`src/sw_pkg.sv`:
```
// Package for the dual high-side switch serial control block.
// Assumes a 100 MHz system clock; all link pins arrive asynchronously.
package sw_pkg;
  // Command word width in bits.
  localparam int CMD_BITS = 8;
  // Position of the watchdog toggle bit in a command.
  localparam int WD_BIT_POS = 7;
  // Command field positions: bits 6:4 select the target, 3:0 carry data.
  localparam int ADDR_MSB = 6;
  localparam int ADDR_LSB = 4;
  // Command targets.
  localparam logic [2:0] ADDR_OUT_CTRL = 3'h1;
  localparam logic [2:0] ADDR_SENSE = 3'h2;
  localparam logic [2:0] ADDR_DIRECT = 3'h3;
  localparam logic [2:0] ADDR_BLANK = 3'h4;
  localparam logic [2:0] ADDR_WDOG = 3'h5;
  // Reset values of configuration.
  localparam logic [3:0] CFG_RESET = 4'h0;
  // Fail-safe selector codes.
  localparam logic [1:0] FS_DISABLED = 2'h0;
  localparam logic [1:0] FS_BOTH_OFF = 2'h1;
  localparam logic [1:0] FS_A_ONLY = 2'h2;
  localparam logic [1:0] FS_BOTH_ON = 2'h3;
  // System clock period in ns.
  localparam int CLK_NS = 10;
  // Watchdog tick period in microseconds and its cycle count.
  localparam int WD_TICK_US = 1000;
  localparam int WD_TICK_CYC = WD_TICK_US * 1000 / CLK_NS;
  // Watchdog timeouts in ms, selected by two configuration bits.
  localparam int WDTO0_MS = 620;
  localparam int WDTO1_MS = 310;
  localparam int WDTO2_MS = 2500;
  localparam int WDTO3_MS = 1250;
  // High-level blanking window in microseconds and its cycle count.
  localparam int OCH_US = 10;
  localparam int OCH_CYC = OCH_US * 1000 / CLK_NS;
  // Operating modes, Gray coded along sleep, normal, fail-safe.
  typedef enum logic [1:0] {
    MODE_SLEEP = 2'b00,
    MODE_NORMAL = 2'b01,
    MODE_FAILSAFE = 2'b11
  } mode_t;
endpackage

```
`src/spi_if.sv`:
```
// Interface carrying received commands from the serial receiver.
// Assumes both ends run on the same system clock.
interface spi_if;
  logic cmd_valid; // One-cycle pulse at chip-select release.
  logic [7:0] cmd; // Last complete command word.
  logic [7:0] status; // Status byte shifted out.
  modport rx (output cmd_valid, output cmd, input status);
  modport core (input cmd_valid, input cmd, output status);
endinterface

```
`src/dual_switch_spi_control.sv`:
```
// Top of the dual high-side switch control logic.
// Assumes pins are asynchronous; analog parts sit outside.
module dual_switch_spi_control
  import sw_pkg::*;
#(
  parameter int WD_TICK = WD_TICK_CYC,
  parameter int OCH_WIN = OCH_CYC
) (
  input wire logic i_clk,
  input wire logic i_sys_rst,
  input wire logic i_cs_n,
  input wire logic i_sclk,
  input wire logic i_si,
  input wire logic i_reset_n,
  input wire logic i_wake,
  input wire logic i_logic_supply_ok,
  input wire logic [1:0] i_failsafe_select_input,
  input wire logic [1:0] i_direct_input,
  input wire logic [1:0] i_fault,
  input wire logic [1:0] i_overcurrent_high,
  input wire logic [1:0] i_overcurrent_low,
  output logic o_so,
  output logic o_so_oe_n,
  output logic o_high_side_output_a,
  output logic o_high_side_output_b,
  output logic o_current_sense_select,
  output logic o_current_sense_output_oe_n,
  output logic o_fault_flag_n_out,
  output logic o_fault_flag_n_oe_n,
  output logic [1:0] o_mode
);
  spi_if link ();
  // Synchronisers for the slow control pins.
  // Seven pin bits: reset, wake, supply good, selector, direct inputs.
  logic [6:0] p1, p2;
  logic rst_n, wake, supply_ok, rst_d;
  logic [1:0] fsel, din;
  // Configuration registers.
  logic [1:0] out_on; // Serial on/off per output.
  logic [1:0] direct_en; // Direct input enable per output.
  logic sense_ch, sense_off; // Sense channel and tri-state.
  logic [1:0] wd_sel; // Watchdog timeout select.
  logic low_oc_en; // Use programmed low threshold after blanking.
  // Latched faults.
  logic [1:0] fault;
  // Watchdog state.
  mode_t mode;
  logic wd_run, wd_last;
  logic [31:0] tick_cnt;
  logic [11:0] ms_cnt, wd_limit;
  // Blanking timers after each turn-on.
  logic [31:0] blank_cnt [2];
  logic [1:0] on_q, on_d;
  logic cfg_clr, wd_on, cmd_ok;
  logic [2:0] addr;
  logic [3:0] data;

  spi_rx u_rx (
    .i_clk(i_clk),
    .i_sys_rst(i_sys_rst),
    .i_cs_n(i_cs_n),
    .i_sclk(i_sclk),
    .i_si(i_si),
    .o_so(o_so),
    .o_so_oe_n(o_so_oe_n),
    .bus(link)
  );

  // Control pins pass two flip-flops before use.
  always_ff @(posedge i_clk) begin
    if (i_sys_rst) begin
      p1 <= 7'h00;
      p2 <= 7'h00;
    end else begin
      p1 <= {i_reset_n, i_wake, i_logic_supply_ok,
             i_failsafe_select_input, i_direct_input};
      p2 <= p1;
    end
  end
  assign rst_n = p2[6];
  assign wake = p2[5];
  assign supply_ok = p2[4];
  assign fsel = p2[3:2];
  assign din = p2[1:0];
  assign addr = link.cmd[ADDR_MSB:ADDR_LSB];
  assign data = link.cmd[3:0];
  assign cmd_ok = link.cmd_valid && rst_n;
  assign cfg_clr = ~rst_n | ~supply_ok;
  assign wd_on = (wake | rst_n) && (fsel != FS_DISABLED);

  // Configuration written by commands.
  always_ff @(posedge i_clk) begin
    if (i_sys_rst || cfg_clr) begin
      out_on <= 2'h0;
      direct_en <= 2'h0;
      sense_ch <= 1'b0;
      sense_off <= 1'b1;
      wd_sel <= 2'h0;
      low_oc_en <= 1'b0;
    end else if (mode == MODE_FAILSAFE) begin
      // Overcurrent settings fall back to default in fail-safe.
      low_oc_en <= 1'b0;
    end else if (cmd_ok) begin
      unique case (addr)
        ADDR_OUT_CTRL: out_on <= data[1:0];
        ADDR_SENSE: begin
          sense_ch <= data[0];
          sense_off <= data[1];
        end
        ADDR_DIRECT: direct_en <= data[1:0];
        ADDR_BLANK: low_oc_en <= data[0];
        ADDR_WDOG: wd_sel <= data[1:0];
        default: ;
      endcase
    end
  end

  // Reset edge history.
  always_ff @(posedge i_clk) begin
    if (i_sys_rst) begin
      rst_d <= 1'b0;
    end else begin
      rst_d <= rst_n;
    end
  end

  // Timeout limit from the selected setting.
  always_comb begin
    unique case (wd_sel)
      2'h0: wd_limit = 12'(WDTO0_MS);
      2'h1: wd_limit = 12'(WDTO1_MS);
      2'h2: wd_limit = 12'(WDTO2_MS);
      default: wd_limit = 12'(WDTO3_MS);
    endcase
  end

  // Watchdog and mode; the millisecond divider makes long waits cheap.
  always_ff @(posedge i_clk) begin
    if (i_sys_rst) begin
      mode <= MODE_SLEEP;
      wd_run <= 1'b0;
      wd_last <= 1'b0;
      tick_cnt <= 32'h0;
      ms_cnt <= 12'h0;
    end else if (!wake && !rst_n) begin
      mode <= MODE_SLEEP;
      wd_run <= 1'b0;
    end else if (!wd_on) begin
      if (mode == MODE_SLEEP || fsel == FS_DISABLED) begin
        mode <= MODE_NORMAL;
      end
      wd_run <= 1'b0;
    end else begin
      if (mode == MODE_SLEEP) begin
        mode <= MODE_NORMAL;
      end
      if ((rst_n && !rst_d) || mode == MODE_SLEEP) begin
        wd_run <= 1'b1;
        tick_cnt <= 32'h0;
        ms_cnt <= 12'h0;
      end else if (cmd_ok && link.cmd[WD_BIT_POS] != wd_last) begin
        wd_last <= link.cmd[WD_BIT_POS];
        tick_cnt <= 32'h0;
        ms_cnt <= 12'h0;
      end else if (wd_run && mode == MODE_NORMAL) begin
        if (tick_cnt == 32'(WD_TICK - 1)) begin
          tick_cnt <= 32'h0;
          ms_cnt <= ms_cnt + 12'h1;
        end else begin
          tick_cnt <= tick_cnt + 32'h1;
        end
        if (ms_cnt >= wd_limit) begin
          mode <= MODE_FAILSAFE;
        end
      end
    end
  end

  always_comb begin
    on_d = o_high_side_output_a ? 2'h1 : 2'h0;
    on_d[1] = o_high_side_output_b;
  end
  for (genvar g = 0; g < 2; g++) begin : g_ch
    always_ff @(posedge i_clk) begin
      if (i_sys_rst || (on_d[g] && !on_q[g])) begin
        blank_cnt[g] <= 32'h0;
      end else if (blank_cnt[g] != 32'(OCH_WIN)) begin
        blank_cnt[g] <= blank_cnt[g] + 32'h1;
      end
    end
    // Faults: severe level any time, low level only past blanking.
    always_ff @(posedge i_clk) begin
      if (i_sys_rst || cfg_clr) begin
        fault[g] <= 1'b0;
      end else if (i_fault[g] || i_overcurrent_high[g] ||
                   (low_oc_en && i_overcurrent_low[g] &&
                    blank_cnt[g] == 32'(OCH_WIN))) begin
        fault[g] <= 1'b1;
      end
    end
  end
  always_ff @(posedge i_clk) begin
    if (i_sys_rst) begin
      on_q <= 2'h0;
    end else begin
      on_q <= on_d;
    end
  end

  // Output drive, registered.
  always_ff @(posedge i_clk) begin
    if (i_sys_rst || mode == MODE_SLEEP) begin
      o_high_side_output_a <= 1'b0;
      o_high_side_output_b <= 1'b0;
    end else if (mode == MODE_FAILSAFE) begin
      o_high_side_output_a <= (fsel == FS_BOTH_ON) || (fsel == FS_A_ONLY);
      o_high_side_output_b <= (fsel == FS_BOTH_ON);
    end else begin
      o_high_side_output_a <= ~fault[0] &
        (direct_en[0] ? din[0] : out_on[0]);
      o_high_side_output_b <= ~fault[1] &
        (direct_en[1] ? din[1] : out_on[1]);
    end
  end

  // Sense and fault flag drive, registered.
  always_ff @(posedge i_clk) begin
    if (i_sys_rst) begin
      o_current_sense_select <= 1'b0;
      o_current_sense_output_oe_n <= 1'b1;
      o_fault_flag_n_oe_n <= 1'b1;
    end else begin
      o_current_sense_select <= sense_ch;
      o_current_sense_output_oe_n <= sense_off | (mode == MODE_SLEEP);
      o_fault_flag_n_oe_n <= ~(|fault);
    end
  end
  assign o_fault_flag_n_out = 1'b0;
  assign o_mode = mode;
  // Status byte: mode, selector, faults.
  assign link.status = {2'(mode), fsel, 2'h0, fault};
endmodule

```
`src/spi_rx.sv`:
```
// Serial receiver: samples the link pins and shifts commands in.
// Assumes raw asynchronous pins; synchronises them itself.
module spi_rx
  import sw_pkg::*;
(
  input wire logic i_clk,
  input wire logic i_sys_rst,
  input wire logic i_cs_n,
  input wire logic i_sclk,
  input wire logic i_si,
  output logic o_so,
  output logic o_so_oe_n,
  spi_if.rx bus
);
  // Two-stage synchronisers; stage one feeds only stage two.
  logic [2:0] s1, s2;
  // Previous sampled clock and chip select for edge detection.
  logic sclk_d, cs_d;
  // Shift register and bit count.
  logic [7:0] shreg;
  logic [3:0] nbits;
  // Output shift register.
  logic [7:0] oreg;
  logic cs_n, sclk, si, rise, cs_up, cs_down;

  // Synchronise all three pins.
  always_ff @(posedge i_clk) begin
    if (i_sys_rst) begin
      // Idle pin levels: select high, clock and data low, so no false edge.
      s1 <= 3'h4;
      s2 <= 3'h4;
    end else begin
      s1 <= {i_cs_n, i_sclk, i_si};
      s2 <= s1;
    end
  end
  assign cs_n = s2[2];
  assign sclk = s2[1];
  assign si = s2[0];

  // Edge history.
  always_ff @(posedge i_clk) begin
    if (i_sys_rst) begin
      sclk_d <= 1'b0;
      cs_d <= 1'b1;
    end else begin
      sclk_d <= sclk;
      cs_d <= cs_n;
    end
  end
  assign rise = sclk & ~sclk_d & ~cs_n;
  assign cs_up = cs_n & ~cs_d;
  assign cs_down = ~cs_n & cs_d;

  always_ff @(posedge i_clk) begin
    if (i_sys_rst || cs_down) begin
      shreg <= 8'h00;
      nbits <= 4'h0;
    end else if (rise) begin
      shreg <= {shreg[6:0], si};
      if (nbits != 4'hF) begin
        nbits <= nbits + 4'h1;
      end
    end
  end

  always_ff @(posedge i_clk) begin
    if (i_sys_rst) begin
      bus.cmd_valid <= 1'b0;
      bus.cmd <= 8'h00;
    end else begin
      bus.cmd_valid <= cs_up && (nbits == 4'(CMD_BITS));
      if (cs_up && (nbits == 4'(CMD_BITS))) begin
        bus.cmd <= shreg;
      end
    end
  end

  always_ff @(posedge i_clk) begin
    if (i_sys_rst) begin
      oreg <= 8'h00;
      o_so <= 1'b0;
      o_so_oe_n <= 1'b1;
    end else begin
      o_so_oe_n <= cs_n;
      if (cs_down) begin
        oreg <= {bus.status[6:0], 1'b0};
        o_so <= bus.status[7];
      end else if (rise) begin
        oreg <= {oreg[6:0], 1'b0};
        o_so <= oreg[7];
      end
    end
  end
endmodule

```
`config.mk`:
```
export PLATFORM = sky130hd
export DESIGN_NAME = dual_switch_spi_control
export DESIGN_NICKNAME = d
export VERILOG_FILES = /design/src/sw_pkg.sv /design/src/spi_if.sv /design/src/dual_switch_spi_control.sv /design/src/spi_rx.sv
export SDC_FILE = /design/constraint.sdc
export NUM_CORES = 1
export LEC_CHECK = 0
export ABC_AREA = 1
export ABC_CLOCK_PERIOD_IN_PS = 2350
export BUFFER_PORTS_ARGS = -buffer_cell sky130_fd_sc_hd__buf_2
export CAP_MARGIN = 30
export CORE_MARGIN = 8
export CORE_UTILIZATION = 35
export DETAILED_ROUTE_END_ITERATION = 16
export GPL_TIMING_DRIVEN = 0
export PLACE_DENSITY = 0.51
export SYNTH_ARGS = -nofsm -noshare
export SYNTH_HDL_FRONTEND = slang
export SYNTH_SLANG_ARGS = --single-unit
```
`constraint.sdc`:
```
create_clock -name i_clk -period 2.35 [get_ports i_clk]
set_input_delay 0.1175 -clock i_clk [delete_from_list [all_inputs] [get_ports i_clk]]
set_output_delay 0.1175 -clock i_clk [all_outputs]
set_load 0.005 [all_outputs]
```
=== Word level (Yosys, flattened, before mapping) ===
Memory sizes are Yosys's and may differ from the RTL's.
Index checks and enable logic that the tools add are counted.

* Register bits: 118
* Memory bits (writable): 64
* Input bits: 18
* Output and inout port bits: 10
* Word-level logic and storage cells: 171
* Memories kept: 1

{| class="wikitable"
|+ Memories
! memory !! depth !! width !! read ports !! clocked after Yosys merged registers in !! wr ports !! RTL line !! text
|-
| blank_cnt || 2 || 32 || 2 || 0 || 2 || dual_switch_spi_control.sv:52 || <nowiki>logic [31:0] blank_cnt [2];</nowiki>
|}

* Add/subtract/negate cells: 5
* $lt $le $gt $ge: 1
* Eq/ne operators: 19
* Multiplexer cells: 37
* Bitwise gates (word level): 23
* Reductions and logical operators: 52

{| class="wikitable"
|+ Operators with widths
! kind !! count
|-
| $mux 32 || 6
|-
| $add 32x1->32 const B || 3
|-
| $eq 32x10->1 const B || 2
|-
| $ne 32x10->1 const B || 2
|-
| $mux 12 || 4
|-
| $pmux 12 s3 || 1
|-
| $eq 32x17->1 const B || 1
|-
| $mux 1 || 17
|-
| $mux 8 || 2
|-
| $reduce_and 3->1 || 5
|-
| $mux 2 || 7
|-
| $logic_and 1x1->1 || 13
|-
| $add 12x1->12 const B || 1
|-
| $ge 12x12->1 || 1
|-
| $logic_or 1x1->1 || 12
|-
| $not 1->1 || 12
|-
| $eq 2x2->1 const B || 4
|-
| $reduce_and 4->1 || 2
|-
| $reduce_or 2->1 || 4
|-
| $and 1x1->1 || 6
|-
| $eq 3x2->1 const B || 2
|-
| $eq 3x3->1 const B || 2
|-
| $logic_not 2->1 || 3
|-
| $reduce_bool 2->1 || 3
|-
| other kinds (11) || 22
|}

=== Depth between registers and ports, before layout ===
* Word-level depth: 8
* Mapped depth: 13
* Mapped depth without buffers: 12

=== Cells and area by module ===
Synthesis repeated with hierarchy kept, for this count alone.

* Cells, all modules: 1389
* Area total of the unflattened synthesis: 10134.7 um^2

{| class="wikitable"
|+ By module, submodules not included
! module !! times used !! cells an instance !! area each (um^2) !! seq. area each (um^2)
|-
| dual_switch_spi_control || 1 || 1199 || 8668.3 || 3543.4
|-
| spi_rx || 1 || 190 || 1466.4 || 740.7
|}

=== Worst setup path before layout ===
Ideal clock, no wire load.

* Kind: reg2reg
* From: mem blank_cnt[0][0]
* To: mem blank_cnt[0][0] (enable)
* Arrival time: 1.760 ns
* Setup slack: 0.029 ns
* Stages on the path, launching flop included: 6
* Path buffers: 0
* Period minus slack after synthesis: 2.321 ns
* Cell sequence: edfxtp_1 -> inv_1 -> ha_1 -> nand4_1 -> nor3_1 -> nand3_1

{| class="wikitable"
|+ RTL lines
! item !! RTL line
|-
| start: declaration || dual_switch_spi_control.sv:52
|}

==> flow_summary.html <==
<table>
<tr><th>Metric</th><th>Value</th></tr>
<tr><th colspan="2">Run status</th></tr>
<tr><td>Result of the run</td><td>completed</td></tr>
<tr><th colspan="2">Global routing</th></tr>
<tr><td>Remaining global-route overflow</td><td>0</td></tr>
<tr><td>Number of antenna violations at the first check in global routing</td><td>0</td></tr>
<tr><td>Number of global-route vias before repair</td><td>8087</td></tr>
<tr><td>Overall track demand over capacity in global routing</td><td>15.2%</td></tr>
<tr><td>Largest net degree at the start of global routing</td><td>33</td></tr>
<tr><td>Global-route wire length before repair</td><td>41.2 mm</td></tr>
<tr><th colspan="2">Cells and area</th></tr>
<tr><td>Number of fill cells</td><td>2912</td></tr>
<tr><td>Number of nets in the layout</td><td>1417</td></tr>
<tr><td>Utilization after layout</td><td>40.7%</td></tr>
<tr><td>Diode insertion count for antenna repair</td><td>0</td></tr>
<tr><td>Share of final-layout standard cells stronger than drive strength 1</td><td>10.0%</td></tr>
<tr><td>Area Growth Syn to Fin</td><td>15.3%</td></tr>
<tr><th colspan="2">Critical path</th></tr>
<tr><td>Launching element type of the critical path</td><td>flop</td></tr>
<tr><td>Reg2reg end</td><td>blank_cnt[0][19]$_SDFFCE_PN0P_</td></tr>
<tr><td>Worst reg2reg path depth</td><td>8</td></tr>
<tr><td>Top Family by Delay on Critical Path</td><td>simple AND/OR/NAND/NOR gates</td></tr>
<tr><td>Sum of buffers and inverters on the critical path</td><td>2</td></tr>
<tr><td>Register-to-Register Setup Slack</td><td>180 ps</td></tr>
<tr><td>List of cells traversed by the critical path</td><td>inv_1 &gt; ha_1 &gt; nand4_1 &gt; nor3_2 &gt; nand2_1 &gt; nand2_1 &gt; buf_4 &gt; a21oi_1</td></tr>
<tr><td>Slowest cell on the critical path</td><td>sky130_fd_sc_hd__edfxtp_1</td></tr>
<tr><td>Highest net fanout along the worst path</td><td>10</td></tr>
<tr><td>Start point of the critical path</td><td>blank_cnt[0][0]$_SDFFCE_PN0P_</td></tr>
<tr><td>Reg-to-Reg Start</td><td>blank_cnt[0][0]$_SDFFCE_PN0P_</td></tr>
<tr><td>Required time worst endpoint</td><td>2530 ps</td></tr>
<tr><td>Capturing element type of the critical path</td><td>flop</td></tr>
<tr><td>Most prevalent standard cell on the critical path</td><td>sky130_fd_sc_hd__nand2_1</td></tr>
<tr><td>Arrival time of the worst setup path</td><td>2350 ps</td></tr>
<tr><td>Type of the setup path with the least slack</td><td>reg2reg</td></tr>
<tr><td>CP peak stage delay</td><td>470 ps</td></tr>
<tr><th colspan="2">Drt</th></tr>
<tr><td>DRT Wirelength</td><td>24.7 mm</td></tr>
<tr><td>Initial DRC Count</td><td>577</td></tr>
<tr><td>DRC Markers</td><td>0</td></tr>
<tr><td>Average detailed-routed wire length per instance</td><td>14.0 microns</td></tr>
<tr><td>Mean number of vias per cell</td><td>4.80</td></tr>
<tr><td>First-pass DRT Iterations</td><td>5</td></tr>
<tr><td>Count of antenna-violating nets left after detailed routing</td><td>0</td></tr>
<tr><td>DR vias</td><td>8481</td></tr>
<tr><th colspan="2">Flow run</th></tr>
<tr><td>Maximum Capacitance Violations</td><td>0</td></tr>
<tr><th colspan="2">Timing</th></tr>
<tr><td>Final clock period utilization by the worst path</td><td>92.3%</td></tr>
<tr><td>Final hold violations</td><td>0</td></tr>
<tr><td>Total of endpoints with negative setup slack in the final report</td><td>0</td></tr>
<tr><td>Setup skew after layout</td><td>15.7 ps</td></tr>
<tr><td>Number of pins with negative max-slew slack in the final report</td><td>0</td></tr>
<tr><td>Transition time at the pin with the least slew margin</td><td>686 ps</td></tr>
<tr><td>Fin crit period</td><td>2170 ps</td></tr>
<tr><td>Headroom to the max-slew limit</td><td>53.9%</td></tr>
<tr><td>Fmax</td><td>461 MHz</td></tr>
<tr><td>PnR worst setup slack</td><td>181 ps</td></tr>
<tr><th colspan="2">Floorplan</th></tr>
<tr><td>Horizontal extent of the die</td><td>183 microns</td></tr>
<tr><td>Boundary Pins</td><td>28</td></tr>
<tr><td>Initial core utilization</td><td>35.3%</td></tr>
<tr><td>Placeable core area</td><td>27600 sq um</td></tr>
<tr><td>Std cell rows</td><td>61</td></tr>
<tr><td>Die height</td><td>183 microns</td></tr>
<tr><td>Area of the die</td><td>33400 sq um</td></tr>
<tr><th colspan="2">Place</th></tr>
<tr><td>Number of port buffers</td><td>25</td></tr>
<tr><td>Placer congestion estimate</td><td>0.876</td></tr>
<tr><td>Pre-CTS setup slack</td><td>-251 ps</td></tr>
<tr><td>DP Wirelength</td><td>18.3 mm</td></tr>
<tr><th colspan="2">Logic synthesis</th></tr>
<tr><td>Synthesis-stage register bit count</td><td>180</td></tr>
<tr><td>Leading post-synthesis cells by instance count</td><td>sky130_fd_sc_hd__nand2_1 (252), sky130_fd_sc_hd__nor2_1 (223), sky130_fd_sc_hd__inv_1 (177)</td></tr>
<tr><td>Asr flop ratio synth</td><td>0%</td></tr>
<tr><td>Count of flip-flops with a built-in enable after synthesis</td><td>64</td></tr>
<tr><td>Warnings from Yosys</td><td>0</td></tr>
<tr><td>Mean cell area of the mapped netlist</td><td>7.40 sq um</td></tr>
<tr><td>Library cell with the largest summed area after synthesis</td><td>sky130_fd_sc_hd__dfxtp_1</td></tr>
<tr><td>Net count after synthesis</td><td>1355</td></tr>
<tr><td>Unique cell type count in the Yosys netlist</td><td>45</td></tr>
<tr><td>Commonest register cell after synthesis</td><td>sky130_fd_sc_hd__dfxtp_1</td></tr>
<tr><td>Mapped cell area</td><td>9720 sq um</td></tr>
<tr><td>Dominant cell by count in the synthesized netlist</td><td>sky130_fd_sc_hd__nand2_1</td></tr>
<tr><td>Post-synthesis sequential area ratio</td><td>43.7%</td></tr>
<tr><td>Area share of the leading cell type in the synthesized netlist</td><td>23.9%</td></tr>
<tr><td>Top cells by area, synth</td><td>sky130_fd_sc_hd__dfxtp_1 (24%), sky130_fd_sc_hd__edfxtp_1 (20%), sky130_fd_sc_hd__nand2_1 (9.7%)</td></tr>
<tr><td>Post-synthesis instance total</td><td>1313</td></tr>
<tr><th colspan="2">Clocking</th></tr>
<tr><td>Clock root buffer master</td><td>sky130_fd_sc_hd__clkbuf_16</td></tr>
<tr><td>Clk pin slew, worst setup/hold paths</td><td>80 ps</td></tr>
<tr><td>Total clock sinks</td><td>180</td></tr>
<tr><td>CTS tree</td><td>done</td></tr>
<tr><td>TritonCTS Buffers</td><td>17</td></tr>
<tr><td>H-tree levels</td><td>4</td></tr>
<tr><td>Bufs on Longest Clock Path</td><td>2</td></tr>
<tr><td>Clock latency of the later-clocked register in the worst-skew pair</td><td>440 ps</td></tr>
<tr><th colspan="2">Power</th></tr>
<tr><td>Internal</td><td>4.88 mW</td></tr>
<tr><td>Relative contribution of sequential cells to total power</td><td>50.0%</td></tr>
<tr><td>Maximum VDD drop</td><td>444 uV</td></tr>
<tr><td>Part of the total power dissipated in combinational logic</td><td>3.7%</td></tr>
<tr><td>Net switching fraction of the power</td><td>25.2%</td></tr>
<tr><td>Clock share of power</td><td>46.3%</td></tr>
<tr><td>Leak</td><td>3.97 nW</td></tr>
<tr><td>Switching power</td><td>1.65 mW</td></tr>
<tr><td>Power per Cell Area</td><td>582 nW/um^2</td></tr>
<tr><th colspan="2">Hold path</th></tr>
<tr><td>HP Class</td><td>in2reg</td></tr>
<tr><td>Hold-critical path depth</td><td>3</td></tr>
<tr><td>Hold-critical path endpoint</td><td>fault[0]$_SDFFE_PP0P_</td></tr>
<tr><td>Hold Startpoint</td><td>i_overcurrent_low[0]</td></tr>
</table>
## layer usage
metal	routed length (microns)	vias up	share of wire (%)	global-route usage, %
li1	-	4419	-	-
met1	12300	3929	50	20.5
met2	11400	111	46	24.6
met3	692	22	2.8	2.59
met4	287	0	1.2	3.97
met5	0	-	0	0
## metrics by stage
step	total power [mW]	hold WS (ps)	area, sq um	cells	TNS, ps
after CTS	6.62	40.3	11100	1763	0
final	6.52	41.8	11200	1766	0
after detailed placement	3.56	305	10300	1716	-14900
after global routing	6.77	39.7	11200	1766	-7.85
after global placement	3.56	301	10300	1716	-53050
after floorplan	3.47	221	9720	1313	0
## cell type report
class                           instances  area, sq um  area share, %
Multi-Input combinational cell        931         4750           42.4
Sequential cell                       180         4240           37.9
Inverter                              181          684           6.11
Tap cell                              378          473           4.22
Clock buffer                           17          425           3.80
Timing Repair Buffer                   41          283           2.52
Clock inverter                         15          210           1.88
Buffer                                 23          139           1.24
## worst min-delay path, delay by kind of cell
family | cells | cell delay (ps)
buffers and inverters | 1 | 110
and+or+nand+nor | 1 | 130
AOI/OAI and AO/OA | 1 | 70
## what timing repair did
| action | CTS | global route |
|---|---|---|
| setup endpoints to repair | 64 | 97 |
| pin swaps | 0 | 4 |
| setup buffers | 0 | 1 |
| hold endpoints to repair | 12 | 0 |
| cloned | 0 | 2 |
| gates resized for setup | 2 | 10 |
| hold buffers | 15 | 0 |
## placed cells by master (no fill, tap or decap), types with 3 or more instances in the layout
cell                            netlist  final
sky130_fd_sc_hd__nand2_1            252    251
sky130_fd_sc_hd__nor2_1             223    222
sky130_fd_sc_hd__inv_1              177    177
sky130_fd_sc_hd__dfxtp_1            116    116
sky130_fd_sc_hd__a21oi_1             83     83
sky130_fd_sc_hd__nand3_1             82     80
sky130_fd_sc_hd__edfxtp_1            64     64
sky130_fd_sc_hd__nor3_1              53     50
sky130_fd_sc_hd__o21ai_0             50     50
sky130_fd_sc_hd__nand4_1             37     37
sky130_fd_sc_hd__buf_2                3     28
sky130_fd_sc_hd__ha_1                24     24
sky130_fd_sc_hd__clkbuf_16            0     17
sky130_fd_sc_hd__nor3b_1             16     16
sky130_fd_sc_hd__or2_2               15     15
sky130_fd_sc_hd__dlygate4sd3_1        0     15
sky130_fd_sc_hd__xor2_1              14     14
sky130_fd_sc_hd__nor2_2              12     12
sky130_fd_sc_hd__nor3_2              10     10
sky130_fd_sc_hd__buf_4                9     10
sky130_fd_sc_hd__nor4_1              10     10
sky130_fd_sc_hd__clkbuf_1             9      9
sky130_fd_sc_hd__nor2_4               5      6
sky130_fd_sc_hd__xnor2_1              6      6
sky130_fd_sc_hd__clkinv_8             0      6
sky130_fd_sc_hd__nand2_2              4      5
sky130_fd_sc_hd__nand3_4              2      5
sky130_fd_sc_hd__a31oi_1              4      4
sky130_fd_sc_hd__o211ai_1             4      4
sky130_fd_sc_hd__nand2_4              4      4
sky130_fd_sc_hd__nor3_4               0      3
sky130_fd_sc_hd__o22ai_1              3      3
sky130_fd_sc_hd__inv_6                0      3
## cells by family after synthesis
| family | Yosys count | synth area share [%] |
|---|---|---|
| and+or+nand+nor | 732 | 34.6 |
| buffers and inverters | 204 | 8.47 |
| DFF | 180 | 43.7 |
| AOI/OAI and AO/OA | 152 | 8.30 |
| adders and majority gates | 24 | 3.09 |
| xor gates and xnor gates | 20 | 1.80 |
| other | 1 | 0.0386 |
## registers in the layout (all words and copies together), names as in the netlist, 2 cells and up
name and count:
u_rx.shreg 8, direct_en 2, wd_sel 2, out_on 2, on_q 2, u_rx.oreg 7
p2 7, u_rx.nbits 4, u_rx.bus.cmd 6, u_rx.s2 3, p1 7, tick_cnt 32
u_rx.s1 3, o_mode 2, fault 2, ms_cnt 12, blank_cnt 64
## how the worst max path moves through the flow
stage / end / slack, ps / cells after the start
3_3_place_gp: blank_cnt[1][11]$_SDFFCE_PN0P_ / -850 / 5
3_5_place_dp: blank_cnt[1][5]$_SDFFCE_PN0P_ / -250 / 5
6_report: blank_cnt[0][19]$_SDFFCE_PN0P_ / 180 / 8
5_1_grt: fault[1]$_SDFFE_PP0P_ / -8 / 7
4_1_cts: blank_cnt[1][0]$_SDFFCE_PN0P_ / 0.9 / 4
2_1_floorplan: blank_cnt[0][0]$_SDFFCE_PN0P_ / 30 / 5
## power groups by stage
stage          clock [mW]  sequential (mW)  combinational [mW]
6_report             3.02             3.26               0.241
5_1_grt              3.23             3.27               0.273
4_1_cts              3.11             3.26               0.245
3_5_place_dp            0             3.33               0.225
3_3_place_gp            0             3.33               0.225
2_1_floorplan           0             3.32               0.146
(Power assumes the default switching activity.)
